==> src/fbe_pkg.sv <==
package fbe_pkg;

  // command codes written on the low data byte
  localparam logic [7:0] CMD_UNLOCK1     = 8'haa;
  localparam logic [7:0] CMD_UNLOCK2     = 8'h55;
  localparam logic [7:0] CMD_BYPASS      = 8'h20;
  localparam logic [7:0] CMD_PROGRAM     = 8'ha0;
  localparam logic [7:0] CMD_BYP_EXIT1   = 8'h90;
  localparam logic [7:0] CMD_BYP_EXIT2   = 8'h00;
  localparam logic [7:0] CMD_ERASE_SETUP = 8'h80;
  localparam logic [7:0] CMD_CHIP_ERASE  = 8'h10;
  localparam logic [7:0] CMD_SECT_ERASE  = 8'h30;
  localparam logic [7:0] CMD_CFI         = 8'h98;
  localparam logic [7:0] CMD_RESET       = 8'hf0;

  // unlock and query addresses
  localparam logic [18:0] ADDR_UNLOCK1 = 19'h00555;
  localparam logic [18:0] ADDR_UNLOCK2 = 19'h002aa;
  localparam logic [18:0] ADDR_CFI     = 19'h00055;

  localparam int ADDR_W = 19;
  localparam int DATA_W = 32;

  // bus timing in ns and derived cycles at 100 MHz
  localparam int CLK_NS       = 10;
  localparam int WR_LOW_NS    = 40;
  localparam int WR_HIGH_NS   = 30;
  localparam int WR_LOW_CYC   = (WR_LOW_NS + CLK_NS - 1) / CLK_NS;
  localparam int WR_HIGH_CYC  = (WR_HIGH_NS + CLK_NS - 1) / CLK_NS;
  // sector load window; stay below it with margin (longest time rounds down)
  localparam int SECT_WIN_US  = 80;
  localparam int SECT_WIN_CYC = SECT_WIN_US * 1000 / CLK_NS;

  // user command codes
  typedef enum logic [2:0] {
    FBE_OP_PROGRAM    = 3'h0,
    FBE_OP_CHIP_ERASE = 3'h1,
    FBE_OP_SECT_ERASE = 3'h2,
    FBE_OP_BYP_ENTER  = 3'h3,
    FBE_OP_BYP_EXIT   = 3'h4,
    FBE_OP_CFI        = 3'h5,
    FBE_OP_RESET      = 3'h6
  } fbe_op_t;

endpackage

==> src/fbe_bus_write.sv <==
`timescale 1ns/1ps
// one asynchronous write cycle on the flash pins: strobes low, then high
module fbe_bus_write
(
  input  wire logic                       ref_clk,
  input  wire logic                       reset_n,
  input  wire logic                       clk_en,
  input  wire logic                       start,
  input  wire logic [fbe_pkg::ADDR_W-1:0] addr,
  input  wire logic [fbe_pkg::DATA_W-1:0] data,
  output logic                            busy,
  output logic                            done,
  output logic                            fl_we_n,
  output logic                            fl_ce_n,
  output logic [fbe_pkg::ADDR_W-1:0]      fl_addr,
  output logic [fbe_pkg::DATA_W-1:0]      fl_dq_out,
  output logic                            fl_dq_oe_n
);

  typedef enum logic [1:0] {FBW_IDLE, FBW_LOW, FBW_HIGH} fbw_state_t;

  fbw_state_t                 state_r, state_nxt;
  logic [3:0]                 cnt_r, cnt_nxt;
  logic [fbe_pkg::ADDR_W-1:0] addr_r, addr_nxt;
  logic [fbe_pkg::DATA_W-1:0] data_r, data_nxt;
  logic                       strobe_r, strobe_nxt;
  logic                       done_r, done_nxt;

  // next state of the strobe sequencer
  always_comb
  begin
    state_nxt  = state_r;
    cnt_nxt    = cnt_r;
    addr_nxt   = addr_r;
    data_nxt   = data_r;
    strobe_nxt = strobe_r;
    done_nxt   = 1'b0;
    unique case (state_r)
      FBW_IDLE:
        if (start)
        begin
          addr_nxt   = addr;
          data_nxt   = data;
          strobe_nxt = 1'b1;
          cnt_nxt    = 4'(fbe_pkg::WR_LOW_CYC - 1);
          state_nxt  = FBW_LOW;
        end
      FBW_LOW:
        if (cnt_r == 4'h0)
        begin
          strobe_nxt = 1'b0;          // rising edge latches the command
          cnt_nxt    = 4'(fbe_pkg::WR_HIGH_CYC - 1);
          state_nxt  = FBW_HIGH;
        end
        else
          cnt_nxt = cnt_r - 4'h1;
      FBW_HIGH:
        if (cnt_r == 4'h0)
        begin
          done_nxt  = 1'b1;
          state_nxt = FBW_IDLE;
        end
        else
          cnt_nxt = cnt_r - 4'h1;
    endcase
  end

  // register stage
  always_ff @(posedge ref_clk or negedge reset_n)
  begin
    if (!reset_n)
    begin
      state_r  <= FBW_IDLE;
      cnt_r    <= 4'h0;
      addr_r   <= '0;
      data_r   <= '0;
      strobe_r <= 1'b0;
      done_r   <= 1'b0;
    end
    else if (clk_en)
    begin
      state_r  <= state_nxt;
      cnt_r    <= cnt_nxt;
      addr_r   <= addr_nxt;
      data_r   <= data_nxt;
      strobe_r <= strobe_nxt;
      done_r   <= done_nxt;
    end
  end

  assign busy       = (state_r != FBW_IDLE);
  assign done       = done_r;
  assign fl_we_n    = ~strobe_r;
  assign fl_ce_n    = ~strobe_r;
  assign fl_addr    = addr_r;
  assign fl_dq_out  = data_r;
  assign fl_dq_oe_n = (state_r == FBW_IDLE); // drive data through the whole cycle
endmodule

==> src/fbe_ctrl.sv <==
`timescale 1ns/1ps
// Functional notes
// bypass entry is two unlocks then 20h
// bypass program is A0h then address/data
// in bypass only bypass commands are issued
// bypass exit is 90h then 00h
// no bypass entry/program while secure sector enabled
// bypass chip erase is 80h then 10h
// bypass chip erase is never suspended
// query allowed while in bypass mode
// chip erase is six ordered write cycles
// device erases alone; host just waits
// after hardware reset reissue the whole sequence
// erase starts at final strobe rising edge
// progress seen on poll, toggle and ready/busy
// during erase host issues no other commands
// after erase host changes address before reading
// sector erase is six cycles ending 30h
// sector address held through the last cycle
// extra sectors repeat last cycle within 80 us
// device window timer restarts per sector write
// sector loads issued back to back, uninterrupted
// unselected and protected sectors untouched by device
// device accepts repeated erase suspend/resume
// during program host issues no other commands
// ready/busy shows busy until array read
module fbe_ctrl
(
  input  wire logic                        ref_clk,
  input  wire logic                        reset_n,
  input  wire logic                        clk_en,
  input  wire logic                        cmd_valid,
  output logic                             cmd_ready,
  input  wire fbe_pkg::fbe_op_t            cmd_op,
  input  wire logic [fbe_pkg::ADDR_W-1:0]  cmd_addr,
  input  wire logic [fbe_pkg::DATA_W-1:0]  cmd_data,
  input  wire logic                        cmd_more,
  input  wire logic                        secure_sector,
  output logic                             cmd_done,
  output logic                             cmd_rejected,
  output logic                             bypass_active,
  output logic                             fl_we_n,
  output logic                             fl_ce_n,
  output logic                             fl_reset_n,
  output logic [fbe_pkg::ADDR_W-1:0]       fl_addr,
  output logic [fbe_pkg::DATA_W-1:0]       fl_dq_out,
  output logic                             fl_dq_oe_n,
  input  wire logic                        ready_busy_out
);

  typedef enum logic [2:0] {FBE_IDLE, FBE_ISSUE, FBE_WAIT_BUSY, FBE_WAIT_READY,
                            FBE_SECT_MORE} fbe_state_t;

  fbe_state_t                 state_r, state_nxt;
  logic [2:0]                 idx_r, idx_nxt;
  logic [2:0]                 len_r, len_nxt;
  fbe_pkg::fbe_op_t           op_r, op_nxt;
  logic [fbe_pkg::ADDR_W-1:0] caddr_r, caddr_nxt;
  logic [fbe_pkg::DATA_W-1:0] cdata_r, cdata_nxt;
  logic                       byp_r, byp_nxt;
  logic                       more_r, more_nxt;
  logic                       done_r, done_nxt;
  logic                       rej_r, rej_nxt;
  logic [3:0]                 wait_r, wait_nxt;
  logic                       rb_meta_r, rb_sync_r;

  logic                       wr_start;
  logic                       wr_busy;
  logic                       wr_done;
  logic [fbe_pkg::ADDR_W-1:0] seq_addr;
  logic [7:0]                 seq_data;
  logic [fbe_pkg::DATA_W-1:0] seq_word;
  logic                       accept;
  logic                       last_cycle;

  // ready/busy pin passes two flops before use
  always_ff @(posedge ref_clk or negedge reset_n)
  begin
    if (!reset_n)
    begin
      rb_meta_r <= 1'b1;
      rb_sync_r <= 1'b1;
    end
    else if (clk_en)
    begin
      rb_meta_r <= ready_busy_out;
      rb_sync_r <= rb_meta_r;
    end
  end

  // sequence length of each operation, bypass forms are shorter
  function automatic logic [2:0] seq_len(input fbe_pkg::fbe_op_t op, input logic byp);
    logic [2:0] n;
    n = 3'd1;
    unique case (op)
      fbe_pkg::FBE_OP_PROGRAM:    n = byp ? 3'd2 : 3'd4;
      fbe_pkg::FBE_OP_CHIP_ERASE: n = byp ? 3'd2 : 3'd6;
      fbe_pkg::FBE_OP_SECT_ERASE: n = 3'd6;
      fbe_pkg::FBE_OP_BYP_ENTER:  n = 3'd3;
      fbe_pkg::FBE_OP_BYP_EXIT:   n = 3'd2;
      fbe_pkg::FBE_OP_CFI:        n = 3'd1;
      fbe_pkg::FBE_OP_RESET:      n = 3'd1;
    endcase
    return n;
  endfunction

  // legal commands given mode and secure sector state
  always_comb
  begin
    accept = 1'b1;
    unique case (cmd_op)
      fbe_pkg::FBE_OP_BYP_ENTER:  accept = !byp_r && !secure_sector;
      fbe_pkg::FBE_OP_PROGRAM:    accept = !(byp_r && secure_sector);
      fbe_pkg::FBE_OP_SECT_ERASE: accept = !byp_r;
      fbe_pkg::FBE_OP_RESET:      accept = !byp_r;
      fbe_pkg::FBE_OP_BYP_EXIT:   accept = byp_r;
      default:                    accept = 1'b1;
    endcase
  end

  // address and data of the current write cycle
  always_comb
  begin
    seq_addr = fbe_pkg::ADDR_UNLOCK1;
    seq_data = fbe_pkg::CMD_UNLOCK1;
    last_cycle = (idx_r == len_r - 3'd1);
    if (op_r == fbe_pkg::FBE_OP_BYP_EXIT)
    begin
      seq_addr = caddr_r;
      seq_data = (idx_r == 3'd0) ? fbe_pkg::CMD_BYP_EXIT1 : fbe_pkg::CMD_BYP_EXIT2;
    end
    else if (op_r == fbe_pkg::FBE_OP_CFI)
    begin
      seq_addr = fbe_pkg::ADDR_CFI;
      seq_data = fbe_pkg::CMD_CFI;
    end
    else if (op_r == fbe_pkg::FBE_OP_RESET)
      seq_data = fbe_pkg::CMD_RESET;
    else if (len_r == 3'd2)
    begin
      // bypass forms: no unlock prefix
      seq_data = (op_r == fbe_pkg::FBE_OP_PROGRAM) ? fbe_pkg::CMD_PROGRAM
                                                   : fbe_pkg::CMD_ERASE_SETUP;
      if (idx_r == 3'd1)
      begin
        seq_addr = (op_r == fbe_pkg::FBE_OP_PROGRAM) ? caddr_r : fbe_pkg::ADDR_UNLOCK1;
        seq_data = (op_r == fbe_pkg::FBE_OP_PROGRAM) ? cdata_r[7:0]
                                                     : fbe_pkg::CMD_CHIP_ERASE;
      end
    end
    else if (idx_r == 3'd1 || idx_r == 3'd4)
    begin
      seq_addr = fbe_pkg::ADDR_UNLOCK2;
      seq_data = fbe_pkg::CMD_UNLOCK2;
    end
    else if (idx_r == 3'd2)
    begin
      seq_data = (op_r == fbe_pkg::FBE_OP_BYP_ENTER) ? fbe_pkg::CMD_BYPASS
               : (op_r == fbe_pkg::FBE_OP_PROGRAM)   ? fbe_pkg::CMD_PROGRAM
               : fbe_pkg::CMD_ERASE_SETUP;
    end
    else if (idx_r == 3'd3 && op_r == fbe_pkg::FBE_OP_PROGRAM)
    begin
      seq_addr = caddr_r;
      seq_data = cdata_r[7:0];
    end
    else if (idx_r == 3'd5)
    begin
      seq_addr = (op_r == fbe_pkg::FBE_OP_SECT_ERASE) ? caddr_r : fbe_pkg::ADDR_UNLOCK1;
      seq_data = (op_r == fbe_pkg::FBE_OP_SECT_ERASE) ? fbe_pkg::CMD_SECT_ERASE
                                                      : fbe_pkg::CMD_CHIP_ERASE;
    end
    // program data cycle carries the full word
    seq_word = {24'h000000, seq_data};
    if (op_r == fbe_pkg::FBE_OP_PROGRAM && last_cycle)
      seq_word = cdata_r;
  end

  // command sequencer
  always_comb
  begin
    state_nxt = state_r;
    idx_nxt   = idx_r;
    len_nxt   = len_r;
    op_nxt    = op_r;
    caddr_nxt = caddr_r;
    cdata_nxt = cdata_r;
    byp_nxt   = byp_r;
    more_nxt  = more_r;
    done_nxt  = 1'b0;
    rej_nxt   = 1'b0;
    wait_nxt  = wait_r;
    wr_start  = 1'b0;
    cmd_ready = 1'b0;
    unique case (state_r)
      FBE_IDLE:
      begin
        cmd_ready = 1'b1;
        if (cmd_valid && !accept)
          rej_nxt = 1'b1;
        else if (cmd_valid)
        begin
          op_nxt    = cmd_op;
          caddr_nxt = cmd_addr;
          cdata_nxt = cmd_data;
          more_nxt  = cmd_more;
          len_nxt   = seq_len(cmd_op, byp_r);
          idx_nxt   = 3'd0;
          state_nxt = FBE_ISSUE;
        end
      end
      FBE_ISSUE:
      begin
        wr_start = !wr_busy && !wr_done;
        if (wr_done)
        begin
          if (!last_cycle)
            idx_nxt = idx_r + 3'd1;
          else
          begin
            if (op_r == fbe_pkg::FBE_OP_BYP_ENTER) byp_nxt = 1'b1;
            if (op_r == fbe_pkg::FBE_OP_BYP_EXIT)  byp_nxt = 1'b0;
            wait_nxt = 4'hf;
            if (op_r == fbe_pkg::FBE_OP_SECT_ERASE && more_r)
              state_nxt = FBE_SECT_MORE;
            else if (op_r == fbe_pkg::FBE_OP_PROGRAM ||
                     op_r == fbe_pkg::FBE_OP_CHIP_ERASE ||
                     op_r == fbe_pkg::FBE_OP_SECT_ERASE)
              state_nxt = FBE_WAIT_BUSY;
            else
            begin
              done_nxt  = 1'b1;
              state_nxt = FBE_IDLE;
            end
          end
        end
      end
      FBE_SECT_MORE:
      begin
        // only further sector addresses are taken, back to back
        cmd_ready = 1'b1;
        if (cmd_valid && cmd_op == fbe_pkg::FBE_OP_SECT_ERASE)
        begin
          caddr_nxt = cmd_addr;
          more_nxt  = cmd_more;
          idx_nxt   = 3'd5;
          state_nxt = FBE_ISSUE;
        end
        else if (cmd_valid)
          rej_nxt = 1'b1;
      end
      FBE_WAIT_BUSY:
      begin
        // pin needs a few cycles plus the synchroniser to show busy
        if (!rb_sync_r)
          state_nxt = FBE_WAIT_READY;
        else if (wait_r == 4'h0)
          state_nxt = FBE_WAIT_READY;
        else
          wait_nxt = wait_r - 4'h1;
      end
      FBE_WAIT_READY:
        if (rb_sync_r)
        begin
          done_nxt  = 1'b1;
          state_nxt = FBE_IDLE;
        end
      default:
        state_nxt = FBE_IDLE;
    endcase
  end

  // register stage
  always_ff @(posedge ref_clk or negedge reset_n)
  begin
    if (!reset_n)
    begin
      state_r <= FBE_IDLE;
      idx_r   <= 3'd0;
      len_r   <= 3'd1;
      op_r    <= fbe_pkg::FBE_OP_RESET;
      caddr_r <= '0;
      cdata_r <= '0;
      byp_r   <= 1'b0;
      more_r  <= 1'b0;
      done_r  <= 1'b0;
      rej_r   <= 1'b0;
      wait_r  <= 4'h0;
    end
    else if (clk_en)
    begin
      state_r <= state_nxt;
      idx_r   <= idx_nxt;
      len_r   <= len_nxt;
      op_r    <= op_nxt;
      caddr_r <= caddr_nxt;
      cdata_r <= cdata_nxt;
      byp_r   <= byp_nxt;
      more_r  <= more_nxt;
      done_r  <= done_nxt;
      rej_r   <= rej_nxt;
      wait_r  <= wait_nxt;
    end
  end

  fbe_bus_write u_wr
  (
    .ref_clk    (ref_clk),
    .reset_n    (reset_n),
    .clk_en     (clk_en),
    .start      (wr_start),
    .addr       (seq_addr),
    .data       (seq_word),
    .busy       (wr_busy),
    .done       (wr_done),
    .fl_we_n    (fl_we_n),
    .fl_ce_n    (fl_ce_n),
    .fl_addr    (fl_addr),
    .fl_dq_out  (fl_dq_out),
    .fl_dq_oe_n (fl_dq_oe_n)
  );

  assign cmd_done      = done_r;
  assign cmd_rejected  = rej_r;
  assign bypass_active = byp_r;
  assign fl_reset_n    = reset_n;
endmodule

==> config.mk <==
export PLATFORM = sky130hd
export DESIGN_NAME = fbe_ctrl
export DESIGN_NICKNAME = d
export VERILOG_FILES = /design/src/fbe_pkg.sv /design/src/fbe_bus_write.sv /design/src/fbe_ctrl.sv
export SDC_FILE = /design/constraint.sdc
export NUM_CORES = 1
export LEC_CHECK = 0
export ABC_CLOCK_PERIOD_IN_PS = 2200
export BUFFER_PORTS_ARGS = -buffer_cell sky130_fd_sc_hd__clkbuf_2
export CAP_MARGIN = 5
export CORE_MARGIN = 2
export CORE_UTILIZATION = 50
export CTS_CLUSTER_DIAMETER = 60
export DETAILED_ROUTE_END_ITERATION = 8
export PLACE_DENSITY = 0.76
export SLEW_MARGIN = 20
export SYNTH_ARGS = -nofsm -noshare
export SYNTH_HDL_FRONTEND = slang
export SYNTH_SLANG_ARGS = --single-unit
==> constraint.sdc <==
create_clock -name ref_clk -period 2.2 [get_ports ref_clk]
set_input_delay 0.33 -clock ref_clk [delete_from_list [all_inputs] [get_ports ref_clk]]
set_output_delay 0.33 -clock ref_clk [all_outputs]
set_load 0.03 [all_outputs]
==> flow_summary.toml <==
[status]
outcome = "complete, no violations"

[synthesis]
synth-seq-cells = 132
synth_top_family_by_area = "compound AO/OA/AOI/OAI gates"
syn_nets = 653
syn_inst = 579
synth_compound_area_share_pct = 16.91
seq_area_frac_synth_pct = 51.17
synth-xor-area-share_pct = 0.8899
yosys_warnings = 0
synth_area_sq_mm = 0.006467
synth_fa_ha_area_share_pct = 2.515
synth-async-reset-ratio_pct = 100.0
syn_avg_cell_area_sq_um = 11.17
yosys.area_share.simple_pct = 12.40
synth_flop_cell = "dfrtp_1"
synth_cell_types = 66
synth_edf_count = 0
synthMuxAreaShare_pct = 11.92

[sta]
max_slew_margin_pct = 51.15
fin_crit_sh_pct = 97.78
finalSetupTns_ns = 0
hold_viol = 0
rsz0062_at_grt = "yes"
skew_ns = 0.008703
setup_viol = 0
min_period_ns = 2.151
tightest_slew_ns = 0.7327
clock.fmax_ghz = 0.4649
slew_violations = 0

[route]
wl_um = 16560
dr.max_layer_used = "met4"
drt.antenna.violating_nets = 0
met3_length_um = 917
drt_iter0_drc = 346
dr.pass1.iters = 5
routed_via_density = 5.778
vias = 5252
routedWlPerCell_um = 18.21
wl_met1_um = 6859
met2WireLength_um = 8257
drc = 0

[finish]
area.growth.synth_to_final_pct = 25.83
antenna_cells = 0
drive_above_1_share_pct = 37.86
final_common_cell = "dfrtp_1"
utilization_pct = 64.49
final_cell_mix = "dfrtp_1 (125), clkbuf_2 (118), nand2_1 (45), buf_4 (41), mux2_2 (35)"
nets = 798
finalNonFillerCells = 909

[global_routing]
grt_pass1_wl_um = 26920
grt_usage_pct = 24.65
grt_pass1_vias = 5281
grt_max_degree = 133
grt-ovfl-total = 0
antenna_found_initial = 0

[place]
numPortBuffers = 119
place_congestion = 0.9390
hpwl_um = 11650
placed_cells = 875

[floorplanning]
coreArea_sq_mm = 0.01262
dieArea_sq_mm = 0.01386
die_h_um = 117.7
start_util_pct = 51.25
die_x_um = 117.7
rows = 41
num_io_pins = 120

[pwr]
swShare_pct = 35.71
switchingPower_mw = 3.022
fin_total_pwr_mw = 8.462
clkPwrFrac_pct = 33.5
power_density_mw_per_mm2 = 1040
power_frac_seq_pct = 35.3
p_int_mw = 5.440
p_comb_share_pct = 31.2
ir_drop_mv = 0.9537
p_leak_nw = 4.008

[critical_path]
r2r_cells = 8
end_kind = "flip-flop"
path_class = "flip-flop to flip-flop"
arrival_ns = 2.51
cp.required_ns = 2.56
worstReg2RegStart = "len_r[0]"
r2r-end = "u_wr.fl_dq_out[20]"
start_kind = "flip-flop"
worstPathMaxFanout = 25
r2r_slack_ns = 0.05

[cts]
cts_buffers = 17
htree_levels = 4
clkTransAtPathRegs_ns = 0.06
cts-root-buf = "clkbuf_16"
cts_tree = "yes"
clockBufferDepth = 2
numClockSinks = 132
clock_latency_ns = 0.43

[run]
drv_cap = 0

[worst_hold_path]
hold_class = "primary input to async pin"
[critical path: stages, from the launching register on]
cell and delay (ns):
dfstp_2 0.53, inv_1 0.05, ha_1 0.37, xor2_4 0.24, nand4_1 0.18, buf_4 0.22, nor2_2 0.13, buf_12 0.19
a22o_1 0.16
[worst max path at each step]
stage / start / end / slack [ns]
floorplan: idx_r[2] / u_wr.fl_addr[1] / 0.1
global placement: len_r[0] / u_wr.fl_dq_out[5] / 0.11
detailed placement: len_r[0] / idx_r[2] / 0.008
CTS: len_r[0] / u_wr.fl_addr[12] / 0.01
global route: len_r[0] / cmd_done / -0.02
finish: len_r[0] / u_wr.fl_dq_out[20] / 0.05
[power by group through the flow]
stage          combinational [mW]  sequential, mW  clock [mW]
2_1_floorplan                1.40            3.30           0
3_3_place_gp                 2.49            2.99           0
3_5_place_dp                 2.56            3.02           0
4_1_cts                      2.58            2.98        2.88
5_1_grt                      2.88            3.02        3.00
6_report                     2.64            2.98        2.84
[layout make-up]
| class | instances | area (sq um) |
|---|---|---|
| Clock buffer | 17 | 425.4 |
| Clock inverter | 15 | 172.7 |
| Fill cell | 1006 | 4482 |
| Inverter | 22 | 82.58 |
| Multi-Input combinational cell | 388 | 2952 |
| Sequential cell | 132 | 3312 |
| Tap cell | 172 | 215.2 |
| Timing Repair Buffer | 163 | 978.4 |
[synthesized netlist by cell type, drive strengths merged (5+ instances only)]
| cell | instances | area (sq um) |
|---|---|---|
| o21ai | 41 | 205.2 |
| nand3 | 13 | 70.07 |
| ha | 13 | 162.7 |
| dfstp | 5 | 131.4 |
| a31oi | 10 | 62.56 |
| nor2b | 8 | 50.05 |
| inv | 22 | 82.58 |
| nor3 | 8 | 40.04 |
| or3 | 7 | 43.79 |
| clkbuf | 13 | 48.80 |
| a221o | 5 | 50.05 |
| a22o | 28 | 245.2 |
| mux2 | 60 | 750.7 |
| dfrtp | 127 | 3178 |
| nor3b | 6 | 45.04 |
| nand2 | 47 | 178.9 |
| o211ai | 8 | 60.06 |
| buf | 24 | 140.1 |
| a21oi | 27 | 135.1 |
| nor2 | 29 | 111.4 |
[flip-flops by register name (all words and copies together) (netlist names)]
| register | flops |
|---|---|
| bypass_active | 1 |
| caddr_r | 19 |
| cdata_r | 32 |
| cmd_done | 1 |
| cmd_rejected | 1 |
| idx_r | 3 |
| len_r | 3 |
| more_r | 1 |
| op_r | 3 |
| rb_meta_r | 1 |
| rb_sync_r | 1 |
| state_r | 3 |
| u_wr.cnt_r | 4 |
| u_wr.done | 1 |
| u_wr.fl_addr | 19 |
| u_wr.fl_dq_out | 32 |
| u_wr.state_r | 2 |
| u_wr.strobe_r | 1 |
| wait_r | 4 |
[through the flow]
step / hold WS (ns) / area, sq um / setup WS (ns)
4_1_cts: 0.1016 / 8079 / 0.01492
3_5_place_dp: 0.4699 / 7473 / 0.008197
2_1_floorplan: 0.03441 / 6467 / 0.09514
6_report: 0.02273 / 8138 / 0.04891
3_3_place_gp: 0.4618 / 7473 / 0.1087
5_1_grt: 0.09372 / 8138 / -0.01540
[routing by layer]
layer,global-route usage [%],up-vias
met5,0,-
met4,12.65,0
met3,5.862,46
met2,40.41,188
met1,30.43,2601
li1,-,2417
[cell families (layout without fill, tap and decap cells)]
group                      after synthesis  after routing
xor gates and xnor gates                 5              5
adders and majority gates               13             13
buffers and inverters                   59            217
AOI/OAI and AO/OA                      158            158
muxes                                   62             62
and+or+nand+nor                        150            150
DFF                                    132            132
[timing repair]
item | CTS | global route
pin swaps | 0 | 2
setup buffers | 0 | 2
endpoints found under the hold margin | 0 | 0
hold buffers | 0 | 0
endpoints found under the setup margin | 4 | 48
gates resized for setup | 1 | 16
Power figures use the tool's default switching activity.
